<file path="src/inc/flash_ctrl_map.svh">
// Register addresses, bit positions, keys and timing for the flash controller
`ifndef FLASH_CTRL_MAP_SVH
`define FLASH_CTRL_MAP_SVH
// ----------------------------------------
// Register byte addresses
// ----------------------------------------
`define ADR_ACCESS   32'h40022000
`define ADR_CKEY     32'h40022004
`define ADR_OKEY     32'h40022008
`define ADR_STATUS   32'h4002200C
`define ADR_CONTROL  32'h40022010
`define ADR_TADDR    32'h40022014
`define ADR_OBSTAT   32'h4002201C
`define ADR_WPSTAT   32'h40022020
`define ADR_FKEY     32'h40022024
// ----------------------------------------
// Keys, reset value and invalid wait-state code
// ----------------------------------------
`define KEY_FIRST    32'h45670123
`define KEY_SECOND   32'hCDEF89AB
`define CTRL_RESET   32'h00008080
`define WS_BAD       2'h3
// ----------------------------------------
// Status bits
// ----------------------------------------
`define ST_BUSY      0
`define ST_PERR      4
`define ST_DONE      5
`define ST_WAKE      6
`define ST_FWAKE     7
// ----------------------------------------
// Control bits
// ----------------------------------------
`define CT_PER       1
`define CT_MER       2
`define CT_OPTION_AREA_ERASE      5
`define CT_START_TRIGGER      6
`define CT_LOCK      7
`define CT_OBWE      9
`define CT_ERROR_IRQ_ENABLE     10
`define CT_DONEIE    12
`define CT_WAKEIE    13
`define CT_FAST_MODE_LOCK     15
`define CT_FPG       16
`define CT_FER       17
`define CT_BFILL     18
`define CT_BCLR      19
`define CT_BLOCK_ERASE_32K     23
// ----------------------------------------
// Address fields and timing
// ----------------------------------------
`define UNIT_LSB     11
`define UNIT_MSB     15
`define OP_TIME_NS   800
`define CLK_NS       50
`endif

</file>
<file path="src/inc/flash_ctrl_pkg.sv">
// Types shared by the flash program/erase controller
package flash_ctrl_pkg;
  typedef enum logic [3:0] {OP_NONE, OP_MASS, OP_BLK32, OP_PAGE, OP_FERASE,
                            OP_OPTER, OP_FPROG, OP_BFILL, OP_BCLR} op_t;
  typedef enum {ST_IDLE, ST_RUN} seq_t;
endpackage

</file>
<file path="src/core/flash_program_erase_ctrl.sv">
// The implementer's own choice: the APB register port.
`timescale 1ns/1ps
`include "flash_ctrl_map.svh"
module flash_program_erase_ctrl
  import flash_ctrl_pkg::*;
#(
  parameter int OP_CYCLES = (`OP_TIME_NS + `CLK_NS - 1) / `CLK_NS
)
(
  // Clock and reset
  input  wire logic        MCLK,
  input  wire logic        RESET,
  // APB slave
  input  wire logic        PSEL,
  input  wire logic        PENABLE,
  input  wire logic        PWRITE,
  input  wire logic [31:0] PADDR,
  input  wire logic [31:0] PWDATA,
  output logic      [31:0] PRDATA,
  output logic             PREADY,
  output logic             PSLVERR,
  // Device state from option loader and system
  input  wire logic        READ_PROTECT,
  input  wire logic [31:0] WRITE_PROTECT,
  input  wire logic [31:0] OPTION_STATUS,
  input  wire logic        UNTRUSTED_SOURCE,
  input  wire logic        PROTECT_REMOVE,
  input  wire logic        WAKE_EVENT,
  input  wire logic        FAST_WAKE,
  // Array side and interrupt
  output logic      [3:0]  ARRAY_OP,
  output logic             ARRAY_GO,
  output logic      [31:0] ARRAY_ADDR,
  output logic      [1:0]  WAIT_STATES,
  output logic             IRQ
);

  initial
  begin
    if (OP_CYCLES < 2 || OP_CYCLES > 65535)
      $error("OP_CYCLES out of range");
  end

  // ----------------------------------------
  // State
  // ----------------------------------------
  logic [1:0]  wait_state_count;
  logic [31:0] target_address;
  logic [31:0] control;
  logic        busy_flag;
  logic        protect_violation_flag;
  logic        operation_done_flag;
  logic        wakeup_status;
  logic        ckey_half;
  logic        ckey_dead;
  logic        okey_half;
  logic        fkey_half;
  logic        fkey_dead;
  logic [15:0] timer;
  seq_t        seq;
  op_t         cur_op;

  // ----------------------------------------
  // Bus decode
  // ----------------------------------------
  wire access_ph = PSEL & PENABLE;
  wire wr_now = access_ph & PREADY & PWRITE;
  wire hit_acc = PADDR == `ADR_ACCESS;
  wire hit_ckey = PADDR == `ADR_CKEY;
  wire hit_okey = PADDR == `ADR_OKEY;
  wire hit_stat = PADDR == `ADR_STATUS;
  wire hit_ctrl = PADDR == `ADR_CONTROL;
  wire hit_tadr = PADDR == `ADR_TADDR;
  wire hit_obs = PADDR == `ADR_OBSTAT;
  wire hit_wps = PADDR == `ADR_WPSTAT;
  wire hit_fkey = PADDR == `ADR_FKEY;
  wire mapped = hit_acc | hit_ckey | hit_okey | hit_stat | hit_ctrl |
                hit_tadr | hit_obs | hit_wps | hit_fkey;
  wire lock = control[`CT_LOCK];
  wire fast_mode_lock = control[`CT_FAST_MODE_LOCK];

  // Key word checks
  wire is_k1 = PWDATA == `KEY_FIRST;
  wire is_k2 = PWDATA == `KEY_SECOND;
  wire ckey_wr = wr_now & hit_ckey;
  wire ckey_ok = ckey_wr & ~ckey_dead & lock & ckey_half & is_k2;
  wire ckey_bad = ckey_wr & (ckey_dead | ~(ckey_half ? is_k2 : is_k1));
  wire fkey_wr = wr_now & hit_fkey;
  wire fkey_ok = fkey_wr & ~fkey_dead & fkey_half & is_k2;
  wire fkey_bad = fkey_wr & (fkey_dead | ~(fkey_half ? is_k2 : is_k1));
  wire okey_wr = wr_now & hit_okey & ~lock;
  wire okey_ok = okey_wr & okey_half & is_k2;

  // Bus error on wrong-key or locked-out CKEY writes and unmapped addresses
  wire ckey_wrong = ckey_dead | ~(ckey_half ? is_k2 : is_k1);
  wire bus_err = ~mapped | (hit_ckey & PWRITE & ckey_wrong);

  // ----------------------------------------
  // Protection and start decode
  // ----------------------------------------
  wire [4:0] unit = target_address[`UNIT_MSB:`UNIT_LSB];
  wire unit_prot = ~WRITE_PROTECT[unit] |
                   (READ_PROTECT & (unit == 5'h00));
  wire ctl_wr = wr_now & hit_ctrl & ~lock;
  wire start_trigger_req = ctl_wr & PWDATA[`CT_START_TRIGGER] & ~busy_flag;

  function automatic op_t pick_op(input logic [31:0] c);
    if (c[`CT_MER]) return OP_MASS;
    if (c[`CT_BLOCK_ERASE_32K]) return OP_BLK32;
    if (c[`CT_PER]) return OP_PAGE;
    if (c[`CT_FER]) return OP_FERASE;
    if (c[`CT_OPTION_AREA_ERASE]) return OP_OPTER;
    if (c[`CT_FPG]) return OP_FPROG;
    if (c[`CT_BFILL]) return OP_BFILL;
    if (c[`CT_BCLR]) return OP_BCLR;
    return OP_NONE;
  endfunction

  wire op_t req_op = pick_op(PWDATA);
  wire fast_op = req_op inside {OP_BLK32, OP_FERASE, OP_FPROG, OP_BFILL, OP_BCLR};
  wire main_op = req_op inside {OP_BLK32, OP_PAGE, OP_FERASE, OP_FPROG};
  wire blocked_fast = fast_op & fast_mode_lock;
  wire blocked_opt = (req_op == OP_OPTER) & ~control[`CT_OBWE];
  wire blocked_src = READ_PROTECT & UNTRUSTED_SOURCE & main_op;
  wire prot_hit = main_op & unit_prot;
  wire go_ok = start_trigger_req & (req_op != OP_NONE) & ~blocked_fast &
               ~blocked_opt & ~blocked_src & ~prot_hit;
  wire go_err = start_trigger_req & (blocked_src | (prot_hit & ~blocked_fast));
  wire auto_mass = PROTECT_REMOVE & ~busy_flag;
  wire launch = go_ok | auto_mass;
  wire finish = (seq == ST_RUN) & (timer == 16'h0001);

  // ----------------------------------------
  // APB answer: one wait cycle, then ready
  // ----------------------------------------
  logic [31:0] rd_mux;
  assign rd_mux = hit_acc ? {30'h0, wait_state_count} :
                  hit_stat ? {24'h0, FAST_WAKE, wakeup_status,
                              operation_done_flag, protect_violation_flag,
                              3'h0, busy_flag} :
                  hit_ctrl ? control :
                  hit_tadr ? target_address :
                  hit_obs ? OPTION_STATUS :
                  hit_wps ? WRITE_PROTECT : 32'h0;

  // Ready, read data and error on the second access cycle
  always_ff @(posedge MCLK or posedge RESET)
  begin
    if (RESET)
    begin
      PREADY <= 1'b0;
      PRDATA <= 32'h0;
      PSLVERR <= 1'b0;
    end
    else
    begin
      PREADY <= access_ph & ~PREADY;
      PRDATA <= (access_ph & ~PREADY & ~PWRITE) ? rd_mux : 32'h0;
      PSLVERR <= access_ph & ~PREADY & bus_err;
    end
  end

  // ----------------------------------------
  // Access and address registers
  // ----------------------------------------
  always_ff @(posedge MCLK or posedge RESET)
  begin
    if (RESET)
    begin
      wait_state_count <= 2'h0;
      target_address <= 32'h0;
    end
    else
    begin
      if (wr_now & hit_acc & (PWDATA[1:0] != `WS_BAD))
        wait_state_count <= PWDATA[1:0];
      if (wr_now & hit_tadr & ~busy_flag)
        target_address <= PWDATA;
    end
  end

  // ----------------------------------------
  // Key sequencers
  // ----------------------------------------
  always_ff @(posedge MCLK or posedge RESET)
  begin
    if (RESET)
    begin
      ckey_half <= 1'b0;
      ckey_dead <= 1'b0;
      okey_half <= 1'b0;
      fkey_half <= 1'b0;
      fkey_dead <= 1'b0;
    end
    else
    begin
      if (ckey_wr)
        ckey_half <= ~ckey_half & ~ckey_bad;
      if (ckey_bad)
        ckey_dead <= 1'b1;
      if (okey_wr)
        okey_half <= ~okey_half & is_k1;
      if (fkey_wr)
        fkey_half <= ~fkey_half & ~fkey_bad;
      if (fkey_bad)
        fkey_dead <= 1'b1;
    end
  end

  // ----------------------------------------
  // Control register
  // ----------------------------------------
  logic [31:0] next_control;
  always_comb
  begin
    next_control = control;
    if (ctl_wr)
    begin
      next_control[`CT_ERROR_IRQ_ENABLE] = PWDATA[`CT_ERROR_IRQ_ENABLE];
      next_control[`CT_DONEIE] = PWDATA[`CT_DONEIE];
      next_control[`CT_WAKEIE] = PWDATA[`CT_WAKEIE];
      if (!PWDATA[`CT_OBWE])
        next_control[`CT_OBWE] = 1'b0;
      if (PWDATA[`CT_FAST_MODE_LOCK])
        next_control[`CT_FAST_MODE_LOCK] = 1'b1;
      if (PWDATA[`CT_LOCK])
        next_control[`CT_LOCK] = 1'b1;
      if (!busy_flag)
      begin
        next_control[`CT_PER] = PWDATA[`CT_PER];
        next_control[`CT_MER] = PWDATA[`CT_MER];
        next_control[`CT_OPTION_AREA_ERASE] = PWDATA[`CT_OPTION_AREA_ERASE];
        next_control[`CT_FPG] = PWDATA[`CT_FPG];
        next_control[`CT_FER] = PWDATA[`CT_FER];
        next_control[`CT_BFILL] = PWDATA[`CT_BFILL];
        next_control[`CT_BCLR] = PWDATA[`CT_BCLR];
        next_control[`CT_BLOCK_ERASE_32K] = PWDATA[`CT_BLOCK_ERASE_32K];
      end
    end
    if (launch)
      next_control[`CT_START_TRIGGER] = 1'b1;
    else if (finish)
      next_control[`CT_START_TRIGGER] = 1'b0;
    if (ckey_ok)
      next_control[`CT_LOCK] = 1'b0;
    if (fkey_ok)
      next_control[`CT_FAST_MODE_LOCK] = 1'b0;
    if (okey_ok)
      next_control[`CT_OBWE] = 1'b1;
  end

  // Control register update
  always_ff @(posedge MCLK or posedge RESET)
  begin
    if (RESET)
      control <= `CTRL_RESET;
    else
      control <= next_control;
  end

  // ----------------------------------------
  // Operation sequencer
  // ----------------------------------------
  always_ff @(posedge MCLK or posedge RESET)
  begin
    if (RESET)
    begin
      seq <= ST_IDLE;
      timer <= 16'h0;
      cur_op <= OP_NONE;
      busy_flag <= 1'b0;
    end
    else
    begin
      case (seq)
        ST_IDLE:
        begin
          if (launch)
          begin
            seq <= ST_RUN;
            timer <= 16'(OP_CYCLES);
            cur_op <= auto_mass ? OP_MASS : req_op;
            busy_flag <= 1'b1;
          end
        end
        ST_RUN:
        begin
          timer <= timer - 16'h0001;
          if (finish)
          begin
            seq <= ST_IDLE;
            busy_flag <= 1'b0;
            cur_op <= OP_NONE;
          end
        end
        default:
          seq <= ST_IDLE;
      endcase
    end
  end

  // ----------------------------------------
  // Status flags: set wins over clear
  // ----------------------------------------
  always_ff @(posedge MCLK or posedge RESET)
  begin
    if (RESET)
    begin
      operation_done_flag <= 1'b0;
      protect_violation_flag <= 1'b0;
      wakeup_status <= 1'b0;
    end
    else
    begin
      if (finish)
        operation_done_flag <= 1'b1;
      else if (wr_now & hit_stat & PWDATA[`ST_DONE])
        operation_done_flag <= 1'b0;
      if (go_err)
        protect_violation_flag <= 1'b1;
      else if (wr_now & hit_stat & PWDATA[`ST_PERR])
        protect_violation_flag <= 1'b0;
      if (WAKE_EVENT)
        wakeup_status <= 1'b1;
      else if (wr_now & hit_stat & ~PWDATA[`ST_WAKE])
        wakeup_status <= 1'b0;
    end
  end

  // ----------------------------------------
  // Outputs to array and interrupt
  // ----------------------------------------
  always_ff @(posedge MCLK or posedge RESET)
  begin
    if (RESET)
    begin
      ARRAY_OP <= 4'h0;
      ARRAY_GO <= 1'b0;
      ARRAY_ADDR <= 32'h0;
      WAIT_STATES <= 2'h0;
      IRQ <= 1'b0;
    end
    else
    begin
      ARRAY_GO <= launch & (seq == ST_IDLE);
      ARRAY_OP <= launch ? (auto_mass ? OP_MASS : req_op) : cur_op;
      ARRAY_ADDR <= target_address;
      WAIT_STATES <= wait_state_count;
      IRQ <= (wakeup_status & control[`CT_WAKEIE]) |
             (operation_done_flag & control[`CT_DONEIE]) |
             (protect_violation_flag & control[`CT_ERROR_IRQ_ENABLE]);
    end
  end

  // ----------------------------------------
  // Checks
  // ----------------------------------------
  a_busy_span: assert property (@(posedge MCLK) disable iff (RESET)
    $rose(busy_flag) |-> busy_flag [*2])
    else $error("busy dropped early");

  a_done_after: assert property (@(posedge MCLK) disable iff (RESET)
    $fell(busy_flag) |-> operation_done_flag)
    else $error("done not set at end");

  a_start_clear: assert property (@(posedge MCLK) disable iff (RESET)
    $fell(busy_flag) |-> !control[`CT_START_TRIGGER])
    else $error("start not cleared");

  a_lock_sticks: assert property (@(posedge MCLK) disable iff (RESET)
    ckey_dead |-> ##1 (ckey_dead && !$fell(control[`CT_LOCK])))
    else $error("dead lock reopened");

  a_addr_hold: assert property (@(posedge MCLK) disable iff (RESET)
    busy_flag && !launch |=> $stable(target_address))
    else $error("address changed while busy");

  a_irq_done: assert property (@(posedge MCLK) disable iff (RESET)
    operation_done_flag && control[`CT_DONEIE] |=> IRQ)
    else $error("irq missing");

  a_prot_err: assert property (@(posedge MCLK) disable iff (RESET)
    go_err |=> protect_violation_flag && !busy_flag)
    else $error("protect error not flagged");

  a_fast_lock: assert property (@(posedge MCLK) disable iff (RESET)
    start_trigger_req && fast_op && fast_mode_lock |=> !busy_flag)
    else $error("fast op while locked");

  a_wait_valid: assert property (@(posedge MCLK) disable iff (RESET)
    WAIT_STATES != `WS_BAD)
    else $error("invalid wait state");

endmodule

</file>
<file path="config.mk">
export PLATFORM = sky130hd
export DESIGN_NAME = flash_program_erase_ctrl
export DESIGN_NICKNAME = d
export VERILOG_FILES = /design/src/inc/flash_ctrl_pkg.sv /design/src/core/flash_program_erase_ctrl.sv
export VERILOG_INCLUDE_DIRS = /design/src /design/src/inc
export SDC_FILE = /design/constraint.sdc
export NUM_CORES = 1
export LEC_CHECK = 0
export CORE_UTILIZATION = 45
export DETAILED_ROUTE_END_ITERATION = 7
export DONT_BUFFER_PORTS = 1
export SLEW_MARGIN = 25
export SYNTH_ARGS = -nofsm -noshare
export SYNTH_HDL_FRONTEND = slang
export SYNTH_SLANG_ARGS = --single-unit
</file>
<file path="constraint.sdc">
create_clock -name MCLK -period 7.3 [get_ports MCLK]
set_input_delay 2.19 -clock MCLK [delete_from_list [all_inputs] [get_ports MCLK]]
set_output_delay 2.19 -clock MCLK [all_outputs]
set_load 0.05 [all_outputs]
</file>
Yosys cells after proc, flatten, opt, wreduce, memory -nomap -nowiden
Index checks and enable logic that the tools add are counted.
{ "word_totals": {"reg_bits": 184} }
{ "classes": {"addsub": 1, "order_cmp": 1, "n_eq_ne": 25, "mux": 96, "n_bitwise": 94, "reduce_logical": 24} }
{ "ops": {"columns": ["cell", "n"], "rows": [
  ["equality test 32 x 31 -> 1 bit, second input constant", 10],
  ["2-to-1 mux 32 bit", 9],
  ["2-to-1 mux 4 bit", 24],
  ["logical NOT 32 bit", 2],
  ["case mux 32 bit (2 select lines)", 1],
  ["AND 1 bit", 57],
  ["2-to-1 mux 1 bit", 57],
  ["equality test 32 x 1 -> 1 bit, second input constant", 1],
  ["equality test 32 x 2 -> 1 bit, second input constant", 1],
  ["equality test 32 bit, second input constant", 1],
  ["case mux 16 bit (2 select lines)", 1],
  ["NOT 1 bit", 21],
  ["nonzero test 2 bit", 10],
  ["equality test 16 x 1 -> 1 bit, second input constant", 1],
  ["equality test 4 x 3 -> 1 bit, second input constant", 4],
  ["2-to-1 mux 16 bit", 1],
  ["bitwise OR 1 bit", 16],
  ["subtractor 16 x 1 -> 16 bit, second input constant", 1],
  ["AND reduction 2 bit", 7],
  ["equality test 4 x 2 -> 1 bit, second input constant", 2],
  ["case mux 4 bit (2 select lines)", 1],
  ["nonzero test 4 bit", 2],
  ["< comparator 5 x 6 -> 1 bit, second input constant", 1],
  ["!= test 2 bit, second input constant", 3],
  ["7 further kinds", 7]
]} }

Longest topological paths before layout
{ "logic_depth": {"depth_word": 48, "ltp_mapped": 9, "mapped_depth_nobuf": 9} }

Least setup slack after synthesis
Ideal clock, no wire load.
{ "synth_timing": {"kind": "input -> register", "start": "input port PADDR[0]", "end": "register PRDATA[11]", "setup_time_ps": 128, "t_arrival_ps": 3864, "slack_ps": 3308, "stages": 9, "cell_sequence": "nor4b_1 > nand4_1 > nor2_2 > nand2_1 > o31ai_1 > or2_2 > clkbuf_1 > buf_2 > nor2_1"} }
{ "synth_via": {"elab_chain_len": 8, "elab_cells_between_ends": 13} }
{ "synth_lines": {"columns": ["element", "line_no", "source"], "rows": [
  ["from (decl)", "flash_program_erase_ctrl.sv:17", "input wire logic [31:0] PADDR,"],
  ["equality test 32 x 31 -> 1 bit (no source line)", null, null],
  ["2-to-1 mux 32 bit", "flash_program_erase_ctrl.sv:144", "hit_wps ? WRITE_PROTECT : 32'h0;"],
  ["2-to-1 mux 32 bit", "flash_program_erase_ctrl.sv:143", "hit_obs ? OPTION_STATUS :"],
  ["2-to-1 mux 32 bit", "flash_program_erase_ctrl.sv:142", "hit_tadr ? target_address :"],
  ["2-to-1 mux 32 bit", "flash_program_erase_ctrl.sv:141", "hit_ctrl ? control :"],
  ["2-to-1 mux 32 bit", "flash_program_erase_ctrl.sv:138", "hit_stat ? {24'h0, FAST_WAKE, wakeup_status,"],
  ["2-to-1 mux 32 bit (*)", "flash_program_erase_ctrl.sv:137", "assign rd_mux = hit_acc ? {30'h0, wait_state_count} :"],
  ["2-to-1 mux 32 bit (*)", "flash_program_erase_ctrl.sv:158", "PRDATA <= (access_ph & ~PREADY & ~PWRITE) ? rd_mux : 32'h0;"],
  ["to (signal assigned)", "flash_program_erase_ctrl.sv:158", null],
  ["to (decl)", "flash_program_erase_ctrl.sv:19", "output logic [31:0] PRDATA,"]
]} }
Mark *: on every way between the ends. The rest lies on a longest branch, timed or not.
A chain may end at the register's enable or synchronous reset.

Worst setup path in the final report
{ "layout_timing": {"start": "input port PADDR[10]", "end": "register cur_op[3]"} }
{ "layout_via": {"elab_chain_len": 13} }
{ "layout_lines": {"columns": ["element", "line_no", "source"], "rows": [
  ["equality test 32 x 31 -> 1 bit (no source line)", null, null],
  ["AND 1 bit (2 in a row)", "flash_program_erase_ctrl.sv:104", "wire ctl_wr = wr_now & hit_ctrl & ~lock;"],
  ["AND 1 bit (2 in a row)", "flash_program_erase_ctrl.sv:105", "wire start_trigger_req = ctl_wr & PWDATA[`CT_START_TRIGGER] & ~busy_flag;"],
  ["AND 1 bit (3 in a row)", "flash_program_erase_ctrl.sv:126", "wire go_ok = start_trigger_req & (req_op != OP_NONE) & ~blocked_fast &"],
  ["AND 1 bit (2 in a row)", "flash_program_erase_ctrl.sv:127", "~blocked_opt & ~blocked_src & ~prot_hit;"],
  ["bitwise OR 1 bit", "flash_program_erase_ctrl.sv:130", "wire launch = go_ok | auto_mass;"],
  ["2-to-1 mux 4 bit", null, null],
  ["case mux 4 bit (2 select lines)", null, null],
  ["to (signal assigned)", "flash_program_erase_ctrl.sv:282", "cur_op <= auto_mass ? OP_MASS : req_op;"],
  ["to (decl)", "flash_program_erase_ctrl.sv:61", "op_t cur_op;"]
]} }
Every way passes these cells.

==> results.json <==
{
  "status": "finished clean",
  "cts.sink_count": 152,
  "drtIter0Drc": 349,
  "cp_max_fo": 16,
  "rsz0062_at_grt": "false",
  "hold_violations": 0,
  "post_cts_buffers": 0,
  "firstDrtPassIters": 7,
  "mostFrequentLayoutCells": "dfrtp_1 (150), nand2_1 (49), a22oi_1 (45)",
  "fp.dieW_um": 125,
  "synth_flop_cell": "dfrtp_1",
  "skew_ns": 0.0175,
  "dieHeight_um": 125,
  "synth_edf_count": 0,
  "fin_tns_setup_ns": 0,
  "cts_resized": 0,
  "mostFrequentLayoutCell": "dfrtp_1",
  "end_kind": "flop",
  "wire_per_inst_um": 24.7,
  "hold_depth": 0,
  "placed_cells": 745,
  "power_mw": 2.04,
  "num_antenna_cells": 0,
  "start_util_pct": 46.4,
  "place_ws_ns": 2.75,
  "avgSynthCellArea_um2": 11.5,
  "gr-total-overflow": 0,
  "post-route-period-util_pct": 56.8,
  "final_layout_size_suffix_gt1_share_pct": 16.5,
  "drcViolationCount": 0,
  "slew_viol_final": 0,
  "fin_nets": 720,
  "required_ns": 7.58,
  "hold_class": "reg2reg",
  "p_per_area_nw_per_um2": 271,
  "slowest_stage": "and4bb_1",
  "cts-hold-fix-buffers": 0,
  "vias": 4908,
  "yosys_warnings": 0,
  "globalRouteTotalUtil_pct": 25.1,
  "io_buffers": 0,
  "worstMarginPinSlew_ns": 0.823,
  "cts_tree": "done",
  "num_rows": 44,
  "ant_nets": 0,
  "syn_nets": 727,
  "timing.fmax_ghz": 0.241,
  "wirelength_um": 19200,
  "critical_path.max_stage_delay_ns": 0.71,
  "finalWorstSetupSlack_ns": 3.15,
  "crit_arrival_ns": 4.43,
  "clk_path_buf_depth": 2,
  "core_area_um2": 14600,
  "cts_max_level": 4,
  "yosysSeqAreaShare_pct": 56.2,
  "p_leak_nw": 3.28,
  "drv_cap": 0,
  "critPathLaunchType": "primary input",
  "root_buffer": "clkbuf_16",
  "syn2layout_area_growth_pct": 11.0,
  "cts_buffers": 17,
  "worst-r2r-cell-count": 7,
  "gp_congestion": 0.863,
  "clk_pin_slew_ns": 0.06,
  "setup_viol": 0,
  "vias_per_cell": 6.32,
  "clock_latency_ns": 0.43,
  "timing.slew.headroom_pct": 44.3,
  "ys_ff_latch": 152,
  "netlist_area_um2": 6770,
  "grt_pass1_wl_um": 29500,
  "crit_chain": "nor4b_1 > nand4_1 > and4bb_1 > and4bb_2 > o21ai_4 > a22oi_1 > o32ai_1",
  "irDropWorstVdd_uv": 158,
  "dieArea_um2": 15500,
  "syn-instance-count": 587,
  "ys_types": 72,
  "dpl.hpwl_um": 14000,
  "grt_pass1_vias": 5122,
  "crit_type": "in2reg",
  "antenna_found_initial": 0,
  "async_reset_ff_share_pct": 100,
  "final_cells": 777,
  "finalCriticalPeriod_ns": 4.15,
  "num_io_pins": 212,
  "grt_max_degree": 93
}
[cell families after synthesis]
group | count (synthesis) | synth area share [%]
AO/OA/AOI/OAI | 150 | 15.1
flip-flops | 152 | 56.2
adder cells (fa/ha/maj) | 2 | 0.370
multiplexers | 53 | 10.2
buffers and inverters | 47 | 3.03
AND/OR/NAND/NOR | 181 | 14.7
XOR/XNOR | 2 | 0.259
[power by group]
group | internal [mW] | switching [mW]
sequential | 0.899 | 0.0725
clock | 0.547 | 0.369
combinational | 0.0635 | 0.0859
[Yosys cell counts (all sizes together) (2+ instances only)]
cell type	number	area, µm²
nor3	8	45.0
nor2b	8	50.1
inv	16	60.1
nor3b	2	15.0
a222oi	4	40.0
a22o	2	17.5
nor2	31	119
a21oi	36	180
dfstp	2	52.6
a22oi	45	338
nand2b	4	25.0
and4bb	2	25.0
o22a	2	18.8
buf	13	77.6
ha	2	25.0
or2	3	18.8
nor4	10	68.8
dfrtp	150	3750
o31ai	4	35.0
nor4bb	3	30.0
mux2	42	473
mux2i	4	40.0
nand3	16	80.1
o21ai	26	141
nand4	15	93.8
o2111ai	2	17.5
mux4	7	180
clkbuf	18	67.6
nand3b	3	22.5
or4	3	22.5
or3	5	31.3
and2	3	18.8
a21o	3	22.5
and3	5	31.3
nand2	50	195
a31oi	9	56.3
nor4b	6	52.6
[per-layer routing]
layer | GRT usage [%] | wire length [µm] | vias to the layer above
met5 | 0 | 0 | -
met4 | 7.30 | 306 | 0
met3 | 11.3 | 2090 | 31
met2 | 39.2 | 8980 | 244
met1 | 31.2 | 7800 | 2444
li1 | - | - | 2189
[sequential cells by signal, summed over array words and instances (netlist names), 2 cells and up]
register and cells:
control 15, WAIT_STATES 2, target_address 32, wait_state_count 2
cur_op 4, ARRAY_OP 4, timer 16, ARRAY_ADDR 32
PRDATA 32
[final cells by class]
class | count | area [µm²]
timing repair buffer | 5 | 37.5
inverter | 16 | 65.1
clock buffer | 18 | 429
tap | 184 | 230
clock inverter | 14 | 185
sequential | 152 | 3810
fill | 1272 | 7070
multi-input combinational | 388 | 2760
[final timing paths]
kind                                      endpoint               start  slack, ns
worst max-delay path                     cur_op[3]           PADDR[10]       3.15
worst min-delay path                ARRAY_ADDR[22]  target_address[22]       0.40
worst max register to register           cur_op[3]              PREADY       4.26
worst min register to register      ARRAY_ADDR[22]  target_address[22]       0.40
max in group asynchronous        target_address[4]               RESET       4.20
min in group asynchronous       target_address[18]               RESET       1.80
[worst max-delay path, delay by kind of cell]
kind             cells  cell delay, ns
AND/OR/NAND/NOR      4            1.63
AO/OA/AOI/OAI        3            0.59
[through the flow]
stage / utilization (%) / hold WS (ns) / instance area, µm²
final: 51.5 / 0.398 / 7510
after global routing: 51.5 / 0.409 / 7510
after CTS: 51.5 / 0.396 / 7510
after detailed placement: 47.3 / 0.381 / 6900
after global placement: 47.3 / 0.377 / 6900
after floorplan: - / 0.352 / 6770
(Power assumes the default switching activity.)
